==> src/common/adp_defines.svh <==
// adp_defines.svh: constants of the ddr sample output port
// How it works
// - capture a new sample each sampling-clock rise
// - pipeline steps on both sampling-clock edges
// - result appears 3.5 sampling-clock cycles later
// - result is 12-bit offset binary code
// - bit 11 is msb, bit 0 is lsb
// - over-range flag high at either full-scale code
// - strobe toggles together with data and flag
// - new word on each strobe edge, ddr
// - strobe, data and flag change at clock fall
`ifndef ADP_DEFINES_SVH
`define ADP_DEFINES_SVH

// ****************************************************************
// widths and codes
// ****************************************************************
`define ADP_CODE_W 12
`define ADP_IN_W 16
`define ADP_MID_CODE 12'h800
`define ADP_MIN_CODE 12'h000
`define ADP_MAX_CODE 12'hfff
`define ADP_IN_MIN 16'hf800
`define ADP_IN_MAX 16'h07ff

// ****************************************************************
// pipeline and timing
// ****************************************************************
`define ADP_MEM_DEPTH 6
`define ADP_LATENCY_HALF_STEPS 7
`define ADP_REF_PERIOD_NS 25
`define ADP_RST_STROBE 1'b0
`define ADP_RST_CODE 12'h800

`endif

==> src/common/adp_pkg.sv <==
// adp_pkg.sv: types and encoder of the ddr sample output port
`default_nettype none
`include "adp_defines.svh"

package adp_pkg;

	// ****************************************************************
	// carried word and module states
	// ****************************************************************
	typedef struct packed
	{
		logic over_range;
		logic [`ADP_CODE_W-1:0] code;
	} adp_word_t;

	typedef struct packed
	{
		adp_word_t [`ADP_MEM_DEPTH-1:0] stage;
		adp_word_t rd;
	} adp_mem_state_t;

	typedef struct packed
	{
		logic clk_meta;
		logic clk_sync;
		logic clk_prev;
		logic [`ADP_IN_W-1:0] ain_meta;
		logic [`ADP_IN_W-1:0] ain_sync;
		adp_word_t out_word;
		logic strobe;
	} adp_port_state_t;

	// clamp a signed input level and map it to offset binary
	function automatic adp_word_t adp_encode(input logic [`ADP_IN_W-1:0] ain);
		adp_word_t w;
		w.over_range = 1'b0;
		w.code = ain[`ADP_CODE_W-1:0] ^ `ADP_MID_CODE;
		if ($signed(ain) <= $signed(`ADP_IN_MIN))
		begin
			w.code = `ADP_MIN_CODE;
			w.over_range = 1'b1;
		end
		else if ($signed(ain) >= $signed(`ADP_IN_MAX))
		begin
			w.code = `ADP_MAX_CODE;
			w.over_range = 1'b1;
		end
		return w;
	endfunction

endpackage : adp_pkg

`default_nettype wire

==> src/adp_stage_mem.sv <==
// adp_stage_mem.sv: half-step pipeline store with registered read word
`default_nettype none
`include "adp_defines.svh"

module adp_stage_mem
(
	// clock and reset
	input wire logic clk,
	input wire logic srst,
	// stepping
	input wire logic shift,
	input wire logic wr,
	// words
	input wire adp_pkg::adp_word_t din,
	output adp_pkg::adp_word_t dout
);
	import adp_pkg::*;

	adp_mem_state_t st;
	adp_mem_state_t next_st;

	// ****************************************************************
	// shift on every clock edge event
	// ****************************************************************
	// head takes the new sample when wr is high, else holds; every later stage moves one step
	always_comb
	begin
		next_st = st;
		if (shift)
		begin
			next_st.stage[0] = wr ? din : st.stage[0];
			for (int i = 1; i < `ADP_MEM_DEPTH; i++)
			begin
				next_st.stage[i] = st.stage[i-1];
			end
			next_st.rd = st.stage[`ADP_MEM_DEPTH-1];
		end
		// bubbles carry mid code with flag low, never a false full scale
		if (srst)
		begin
			next_st = '0;
			for (int i = 0; i < `ADP_MEM_DEPTH; i++)
			begin
				next_st.stage[i].code = `ADP_RST_CODE;
			end
			next_st.rd.code = `ADP_RST_CODE;
		end
	end

	// state register
	always_ff @(posedge clk)
	begin
		st <= next_st;
	end

	assign dout = st.rd; // straight from the read register

	// ****************************************************************
	// checks
	// ****************************************************************
	a_tail_step: assert property (@(posedge clk) disable iff (srst)
		shift |=> dout == $past(st.stage[`ADP_MEM_DEPTH-1]))
		else $error("read word did not take the tail stage");

	a_hold_still: assert property (@(posedge clk) disable iff (srst)
		(!shift && !$past(srst)) |=> $stable(dout))
		else $error("read word moved without a clock edge");

endmodule // adp_stage_mem

`default_nettype wire

==> src/adp_sample_port.sv <==
// adp_sample_port.sv: converter digital side driving the ddr output link
`default_nettype none
`include "adp_defines.svh"

module adp_sample_port
(
	// clock and reset
	input wire logic REF_CLK,
	input wire logic SRST,
	// sampling side, asynchronous to REF_CLK
	input wire logic SAMPLE_CLK,
	input wire logic [`ADP_IN_W-1:0] ANALOG_IN,
	// ddr link out
	output logic [`ADP_CODE_W-1:0] SAMPLE_BITS,
	output logic OVER_RANGE_FLAG,
	output logic SAMPLE_STROBE_OUT
);
	import adp_pkg::*;

	adp_port_state_t st;
	adp_port_state_t next_st;
	logic rise;
	logic fall;
	logic shift;
	adp_word_t head_din;
	adp_word_t mem_dout;

	// ****************************************************************
	// sampling clock edges
	// ****************************************************************
	// edges seen on the synchronised level only
	assign rise = st.clk_sync & ~st.clk_prev;
	assign fall = ~st.clk_sync & st.clk_prev;
	assign shift = rise | fall;
	assign head_din = adp_encode(st.ain_sync);

	// ****************************************************************
	// pipeline store
	// ****************************************************************
	adp_stage_mem u_mem
	(
		.clk(REF_CLK),
		.srst(SRST),
		.shift(shift),
		.wr(rise),
		.din(head_din),
		.dout(mem_dout)
	);

	// ****************************************************************
	// next state
	// ****************************************************************
	// synchronisers, then output update on the clock fall
	always_comb
	begin
		next_st = st;
		next_st.clk_meta = SAMPLE_CLK;
		next_st.clk_sync = st.clk_meta;
		next_st.clk_prev = st.clk_sync;
		next_st.ain_meta = ANALOG_IN;
		next_st.ain_sync = st.ain_meta;
		if (fall)
		begin
			next_st.out_word = mem_dout;
			next_st.strobe = ~st.strobe;
		end
		if (SRST)
		begin
			next_st = '0;
			next_st.strobe = `ADP_RST_STROBE;
			next_st.out_word.code = `ADP_RST_CODE;
			// chain keeps tracking the pin, so release gives no false edge
			next_st.clk_meta = SAMPLE_CLK;
			next_st.clk_sync = st.clk_meta;
			next_st.clk_prev = st.clk_sync;
		end
	end

	// state register
	always_ff @(posedge REF_CLK)
	begin
		st <= next_st;
	end

	// outputs straight from the state register
	assign SAMPLE_BITS = st.out_word.code;
	assign OVER_RANGE_FLAG = st.out_word.over_range;
	assign SAMPLE_STROBE_OUT = st.strobe;

	// ****************************************************************
	// checks
	// ****************************************************************
	a_latency_word: assert property (@(posedge REF_CLK) disable iff (SRST)
		rise |-> ##29 ({OVER_RANGE_FLAG, SAMPLE_BITS} == $past(head_din, 29)))
		else $error("sample did not appear 3.5 clock cycles later");

	a_capture_rise: assert property (@(posedge REF_CLK) disable iff (SRST)
		rise |=> (u_mem.st.stage[0] == $past(head_din)))
		else $error("rising edge did not capture a sample");

	a_zero_mid: assert property (@(posedge REF_CLK) disable iff (SRST)
		(rise && st.ain_sync == 16'h0000) |-> ##29 SAMPLE_BITS == `ADP_MID_CODE)
		else $error("zero input did not give mid code");

	a_msb_sign: assert property (@(posedge REF_CLK) disable iff (SRST)
		rise |-> ##29 (SAMPLE_BITS[`ADP_CODE_W-1] == !$past(st.ain_sync[15], 29)))
		else $error("msb does not follow input sign");

	a_range_flag: assert property (@(posedge REF_CLK) disable iff (SRST)
		$past(fall) |-> OVER_RANGE_FLAG ==
		(SAMPLE_BITS == `ADP_MIN_CODE || SAMPLE_BITS == `ADP_MAX_CODE))
		else $error("over-range flag disagrees with full-scale code");

	a_strobe_with: assert property (@(posedge REF_CLK) disable iff (SRST)
		($changed(SAMPLE_BITS) || $changed(OVER_RANGE_FLAG)) |->
		$changed(SAMPLE_STROBE_OUT))
		else $error("data changed without a strobe edge");

	a_ddr_toggle: assert property (@(posedge REF_CLK) disable iff (SRST)
		fall |=> SAMPLE_STROBE_OUT != $past(SAMPLE_STROBE_OUT))
		else $error("strobe missed a toggle on clock fall");

	a_fall_only: assert property (@(posedge REF_CLK) disable iff (SRST)
		$changed(SAMPLE_STROBE_OUT) |-> $past(fall) && !$past(rise))
		else $error("strobe moved away from a clock fall");

endmodule // adp_sample_port

`default_nettype wire

==> config.mk <==
export PLATFORM = sky130hd
export DESIGN_NAME = adp_sample_port
export DESIGN_NICKNAME = d
export VERILOG_FILES = /design/src/common/adp_pkg.sv /design/src/adp_stage_mem.sv /design/src/adp_sample_port.sv
export VERILOG_INCLUDE_DIRS = /design/src /design/src/common
export SDC_FILE = /design/constraint.sdc
export NUM_CORES = 1
export LEC_CHECK = 0
export ABC_CLOCK_PERIOD_IN_PS = 1700
export BUFFER_PORTS_ARGS = -buffer_cell sky130_fd_sc_hd__buf_4
export CORE_MARGIN = 5
export CORE_UTILIZATION = 30
export CTS_BUF_LIST = sky130_fd_sc_hd__clkbuf_16
export DETAILED_ROUTE_END_ITERATION = 6
export GPL_TIMING_DRIVEN = 0
export HOLD_SLACK_MARGIN = 0.08
export PLACE_DENSITY = 0.53
export RECOVER_POWER = 50
export SETUP_SLACK_MARGIN = 0.15
export SKIP_LAST_GASP = 1
export SYNTH_ARGS = -nofsm -noshare
export SYNTH_HDL_FRONTEND = slang
export SYNTH_SLANG_ARGS = --single-unit
==> constraint.sdc <==
create_clock -name REF_CLK -period 1.7 [get_ports REF_CLK]
set_input_delay 0 -clock REF_CLK [delete_from_list [all_inputs] [get_ports REF_CLK]]
set_output_delay 0 -clock REF_CLK [all_outputs]
set_load 0.05 [all_outputs]
==> results.yml, run 1 <==
outcome:
  status: "finished clean"
setup_path:
  critical_path.reg2reg.endpoint: "SAMPLE_BITS[10]$_SDFFE_PP0P_"
  path_common_cell: "clkbuf_2"
  rrSetupSlack_ns: 0.19
  r2r_cells: 6
  worstPathArrival_ns: 1.79
  path_delay_family: "buffers and inverters"
  crit_path_top_delay_cell: "dfxtp_1"
  crit_chain: "inv_1 -> ha_1 -> clkbuf_2 -> clkbuf_2 -> mux2i_1 -> nor2_1"
  cp.required_ns: 1.98
  slowest_delay_ns: 0.34
  cp-start-kind: "flip-flop"
  r2r_start: "st[47]$_DFF_P_"
  cp-end-kind: "flip-flop"
  worst-path-max-fanout: 10
  path_class: "flip-flop to flip-flop"
  startpoint: "st[47]$_DFF_P_"
  timing.critical_path.buf_inv: 3
yosys:
  synth_top_area_share_pct: 57.94
  synth_cell_types: 27
  synth.largest_area_cell: "dfxtp_1"
  syn_nets: 476
  ys.flop_type: "dfxtp_1"
  ys_seq_area_share_pct: 57.94
  async_flop_share_pct: 0
  synthTopCellsByArea: "dfxtp_1 (58%), mux2i_1 (17%), nor2_1 (6.8%), nor2b_1 (5.0%), buf_4 (1.9%)"
  netlist_area_um2: 4837
  synth-seq-cells: 140
  avgSynthCellArea_um2: 10.63
  yosys_warnings: 0
  synth_edf_count: 0
  netlist_instances: 455
timing:
  drv_slew: 0
  max_freq_mhz: 662.4
  clock_skew_ns: 0.006716
  final.setup.tns_ns: 0
  hold_viol_final: 0
  finalCritPeriodShare_pct: 88.80
  finalSetupViolCount: 0
  rsz0062_at_grt: "yes"
  min_period_ns: 1.510
  relSlewSlack_pct: 59.56
  worstMarginPinSlew_ns: 0.6091
placement:
  port_buffers: 32
  gp_routability_congestion: 0.7467
  hpwl_mm: 6.153
clocking:
  cts_buffers: 17
  clkSinkCount: 140
  cts_tree: "yes"
  clkLatencyLatePin_ns: 0.41
  cts_setup_buffers: 0
  clockBufferDepth: 2
  clk_pin_slew_worst_paths_ns: 0.06
  clock-root-buffer: "clkbuf_16"
  h-tree-depth: 4
floorplan:
  rows: 46
  pin_count: 33
  die_w_um: 137.0
  initial_core_util_pct: 30.56
  core_um2: 15830
  fp.dieArea_um2: 18760
  die_y_um: 137.0
drt:
  routedWlPerCell_um: 11.02
  wirelength_mm: 8.297
  dr.pass1.iters: 4
  drt-initial-drc-count: 110
  ant_nets: 0
  vias_per_cell: 4.181
  via_count: 3148
  route.detailed.drc: 0
finish:
  layout_commonest_cell: "dfxtp_1"
  drive_above_1_share_pct: 14.34
  antenna_cells: 0
  seqCellArea_um2: 2803
  multiInputGateArea_um2: 1819
  mostFrequentLayoutCells: "dfxtp_1 (140), nor2_1 (88), mux2i_1 (84)"
  syn2layout_area_growth_pct: 26.46
  fin_nets: 545
  fillers: 1593
  post-route-util_pct: 38.65
hold_path:
  hold_path_startpoint: "SAMPLE_CLK"
  min_path_cells: 2
  hold_path.class: "primary input to flip-flop"
  min_to: "st[48]$_DFF_P_"
global_routing:
  antenna_found_initial: 0
  grt_pass1_wl_mm: 14.47
  grt-ovfl-total: 0
  grt_pass1_vias: 3210
  gr-usage-all-layers_pct: 9.795
  grt_max_degree: 17
power:
  fin_total_pwr_mw: 7.442
  total_leakage_power_nw: 2.523
  peakVddDrop_mv: 0.7588
  power_density_nw_per_um2: 1217
flow_run:
  maxCapViolations: 0
[cell families after synthesis]
logic type	after synthesis	share of synthesized area, %
compound gates	34	4.889
buf+inv	45	4.759
simple gates	149	14.33
mux	84	17.38
xor+xnor	1	0.1811
flops	140	57.94
fa+ha+maj	2	0.5172
[registers in the layout (all words and copies together) (netlist names)]
signal             cells
SAMPLE_STROBE_OUT      1
SAMPLE_BITS           12
OVER_RANGE_FLAG        1
st                    35
u_mem.st              78
u_mem.dout            13
[what timing repair did]
item,in CTS,in global routing
setup endpoints to repair,74,79
hold buffers,18,0
pin swaps,0,0
gates resized for setup,13,11
hold endpoints to repair,18,0
[through the flow]
stage	hold slack (ns)	instance area [µm²]	worst slack, ns	cells
6_report	0.2625	6117	0.1904	753
5_1_grt	0.2572	6117	0.06272	753
4_1_cts	0.1617	6141	0.1505	753
3_5_place_dp	0.1056	5348	-0.08359	703
3_3_place_gp	0.1062	5348	-0.01686	703
2_1_floorplan	0.02772	4837	0.1675	455
[worst register-to-register path, delay by kind of cell (launching register included)]
kind / cells / cell delay [ns]
buffers and inverters: 3 / 0.62
DFF: 1 / 0.34
and+or+nand+nor: 1 / 0.05
muxes: 1 / 0.24
adders and majority gates: 1 / 0.13
[worst max-delay path by stage]
stage / cells past startpoint / slack (ns) / end
2_1_floorplan: 6 / 0.17 / u_mem.st[36]$_SDFFE_PP0P_
3_3_place_gp: 6 / -0.02 / u_mem.st[53]$_SDFFE_PP0P_
3_5_place_dp: 6 / -0.08 / u_mem.st[58]$_SDFFE_PP0P_
4_1_cts: 6 / 0.15 / SAMPLE_BITS[10]$_SDFFE_PP0P_
5_1_grt: 6 / 0.06 / SAMPLE_BITS[5]$_SDFFE_PP0P_
6_report: 6 / 0.19 / SAMPLE_BITS[10]$_SDFFE_PP0P_
[Yosys cell counts (all sizes together) (2+ instances only)]
library cell	n
dfxtp	140
nor2	88
mux2i	84
nor2b	39
buf	29
clkbuf	13
nand2	12
a21oi	11
o31ai	11
a211o	7
inv	3
ha	2
nand4	2
nor4	2
o21ai	2
[where the power goes]
| group | internal, mW | switching (mW) | total [mW] |
|---|---|---|---|
| Sequential | 3.37 | 0.0431 | 3.41 |
| Combinational | 0.257 | 0.264 | 0.521 |
| Clock | 2.15 | 1.36 | 3.51 |
| Total | 5.77 | 1.67 | 7.44 |
[metal layers]
metal	up-vias	share of wire (%)	GRT usage, %
met2	52	49	16.70
met5	-	0	0
met4	0	1.2	4.490
met3	11	4.8	3.456
met1	1432	45	10.93
li1	1653	-	-
[cell type report]
type	instances	share of cell area, %
Buffer	42	4.459
Clock buffer	17	6.954
Clock inverter	15	2.475
Inverter	3	0.1841
Multi-Input combinational cell	270	29.74
Sequential cell	140	45.82
Tap cell	216	4.418
Timing Repair Buffer	50	5.952
Power figures use the tool's default switching activity.
==> inputs of run 2 (changes only) <==
Settings changed: ABC_CLOCK_PERIOD_IN_PS 1700 to 1900.
Clock period 1.7 ns to 1.9 ns, I/O delays scaled along.
==> results.yml, run 2 (synthesis results as in run 1) <==
outcome:
  status: "finished clean"
power:
  switching_share_pct: 22.46
  p_seq_share_pct: 46.0
  p_switching_mw: 1.491
  total_leakage_power_nw: 2.505
  power_frac_clock_pct: 47.3
  p_comb_share_pct: 6.7
  peakVddDrop_mv: 0.6844
  p_int_mw: 5.147
  power_density_nw_per_um2: 1095
clocking:
  h-tree-depth: 4
  clock-root-buffer: "clkbuf_16"
  cts_buffers: 17
  clkLatencyLatePin_ns: 0.41
  clkSinkCount: 140
  clk_pin_slew_worst_paths_ns: 0.06
  cts_tree: "yes"
  cts_setup_buffers: 0
  clockBufferDepth: 2
drt:
  via_count: 3137
  dr.pass1.iters: 4
  routedWlPerCell_um: 11.02
  route.detailed.drc: 0
  wirelength_mm: 8.296
  drt-initial-drc-count: 116
  vias_per_cell: 4.166
  ant_nets: 0
flow_run:
  maxCapViolations: 0
finish:
  fillers: 1601
  regMostFlops: "u_mem.st"
  final_cells: 753
  syn2layout_area_growth_pct: 25.38
  drive_above_1_share_pct: 13.78
  fin_nets: 545
  mostFrequentLayoutCells: "dfxtp_1 (140), nor2_1 (88), mux2i_1 (84)"
  antenna_cells: 0
  post-route-util_pct: 38.32
  layout_commonest_cell: "dfxtp_1"
  largest_register_ffs: 78
timing:
  hold_viol_final: 0
  min_period_ns: 1.651
  rsz0062_at_grt: "yes"
  relSlewSlack_pct: 59.56
  drv_slew: 0
  final.setup.tns_ns: 0
  worstMarginPinSlew_ns: 0.6092
  finalSetupViolCount: 0
  clock_skew_ns: 0.006754
  finalCritPeriodShare_pct: 86.92
  max_freq_mhz: 605.6
global_routing:
  antenna_found_initial: 0
  grt_pass1_wl_mm: 14.46
  gr-usage-all-layers_pct: 9.787
  grt_max_degree: 17
  grt-ovfl-total: 0
  grt_pass1_vias: 3217
floorplan:
  core_um2: 15830
  die_y_um: 137.0
  initial_core_util_pct: 30.56
  die_w_um: 137.0
  fp.dieArea_um2: 18760
  pin_count: 33
  rows: 46
setup_path:
  timing.critical_path.buf_inv: 5
  worst-path-max-fanout: 10
  crit_chain: "dlygate4sd3_1 -> clkbuf_1 -> buf_2 -> clkbuf_1 -> buf_1 -> nor2_1"
  path_class: "primary input to flip-flop"
  cp-start-kind: "primary input"
  worstPathArrival_ns: 1.92
  path_delay_family: "buffers and inverters"
  cp-end-kind: "flip-flop"
  path_common_cell: "clkbuf_1"
  crit_path_top_delay_cell: "dlygate4sd3_1"
  cp.required_ns: 2.17
  slowest_delay_ns: 0.52
placement:
  gp_routability_congestion: 0.7467
  hpwl_mm: 6.153
  dp_cells: 703
  port_buffers: 32
hold_path:
  hold_path.class: "primary input to flip-flop"
run 2: cell count changes in the layout (fill, tap and decap cells not counted), sizes merged:
cell | before | now
buf | 42 | 36
clkbuf | 49 | 55
run 2: power groups by stage:
stage | clock (mW) | sequential [mW] | combinational, mW
finish | 3.14 | 3.05 | 0.443
global placement | 0 | 3.12 | 0.409
detailed placement | 0 | 3.12 | 0.421
global route | 3.36 | 3.06 | 0.487
CTS | 3.23 | 3.05 | 0.452
floorplan | 0 | 3.11 | 0.312
run 2: worst paths after layout:
path                   from                   endpoint  slack, ns  cells past startpoint
max                    SRST  u_mem.st[28]$_SDFFE_PP0P_       0.25                      6
max reg2reg  st[46]$_DFF_P_  u_mem.st[65]$_SDFFE_PP0P_       0.27                      6
min reg2reg  st[48]$_DFF_P_             st[47]$_DFF_P_       0.34                      0
min              SAMPLE_CLK             st[48]$_DFF_P_       0.26                      2
run 2: per-layer routing:
metal	share of wire [%]	routed length, µm	vias up	GRT usage [%]
met2	49	4036	53	16.76
met4	1.4	118	0	4.490
met5	0	0	-	0
met1	45	3741	1422	10.87
li1	-	-	1650	-
met3	4.8	400	12	3.456
run 2: area by class of cell:
type | instances | area, µm² | share of cell area, %
Timing Repair Buffer | 50 | 364.1 | 6.004
Clock inverter | 15 | 151.4 | 2.496
Buffer | 42 | 239.0 | 3.941
Multi-Input combinational cell | 270 | 1800 | 29.69
Inverter | 3 | 11.26 | 0.1857
Clock buffer | 17 | 425.4 | 7.015
Tap cell | 216 | 270.3 | 4.456
Sequential cell | 140 | 2803 | 46.21
run 2: worst register-to-register path: cells and delay by family (launching register included):
kind          cells  cell delay, ns
buf+inv           3            0.58
simple gates      1            0.05
mux               1            0.22
flops             1            0.33
fa+ha+maj         1            0.32
run 2: through the flow:
stage	instance area (µm²)	setup WS (ns)	hold slack [ns]	power, mW
6_report	6065	0.2486	0.2606	6.638
5_1_grt	6065	0.1209	0.2572	6.910
4_1_cts	6110	0.2124	0.2330	6.732
3_5_place_dp	5348	0.1164	0.1056	3.540
3_3_place_gp	5348	0.1831	0.1062	3.525
2_1_floorplan	4837	0.3675	0.02772	3.424
run 2: what timing repair did:
item / CTS / global route
resized for setup: 2 / 6
hold buffers: 18 / 0
endpoints found under the hold margin: 18 / 0
endpoints found under the setup margin: 20 / 56
pin swaps: 0 / 0
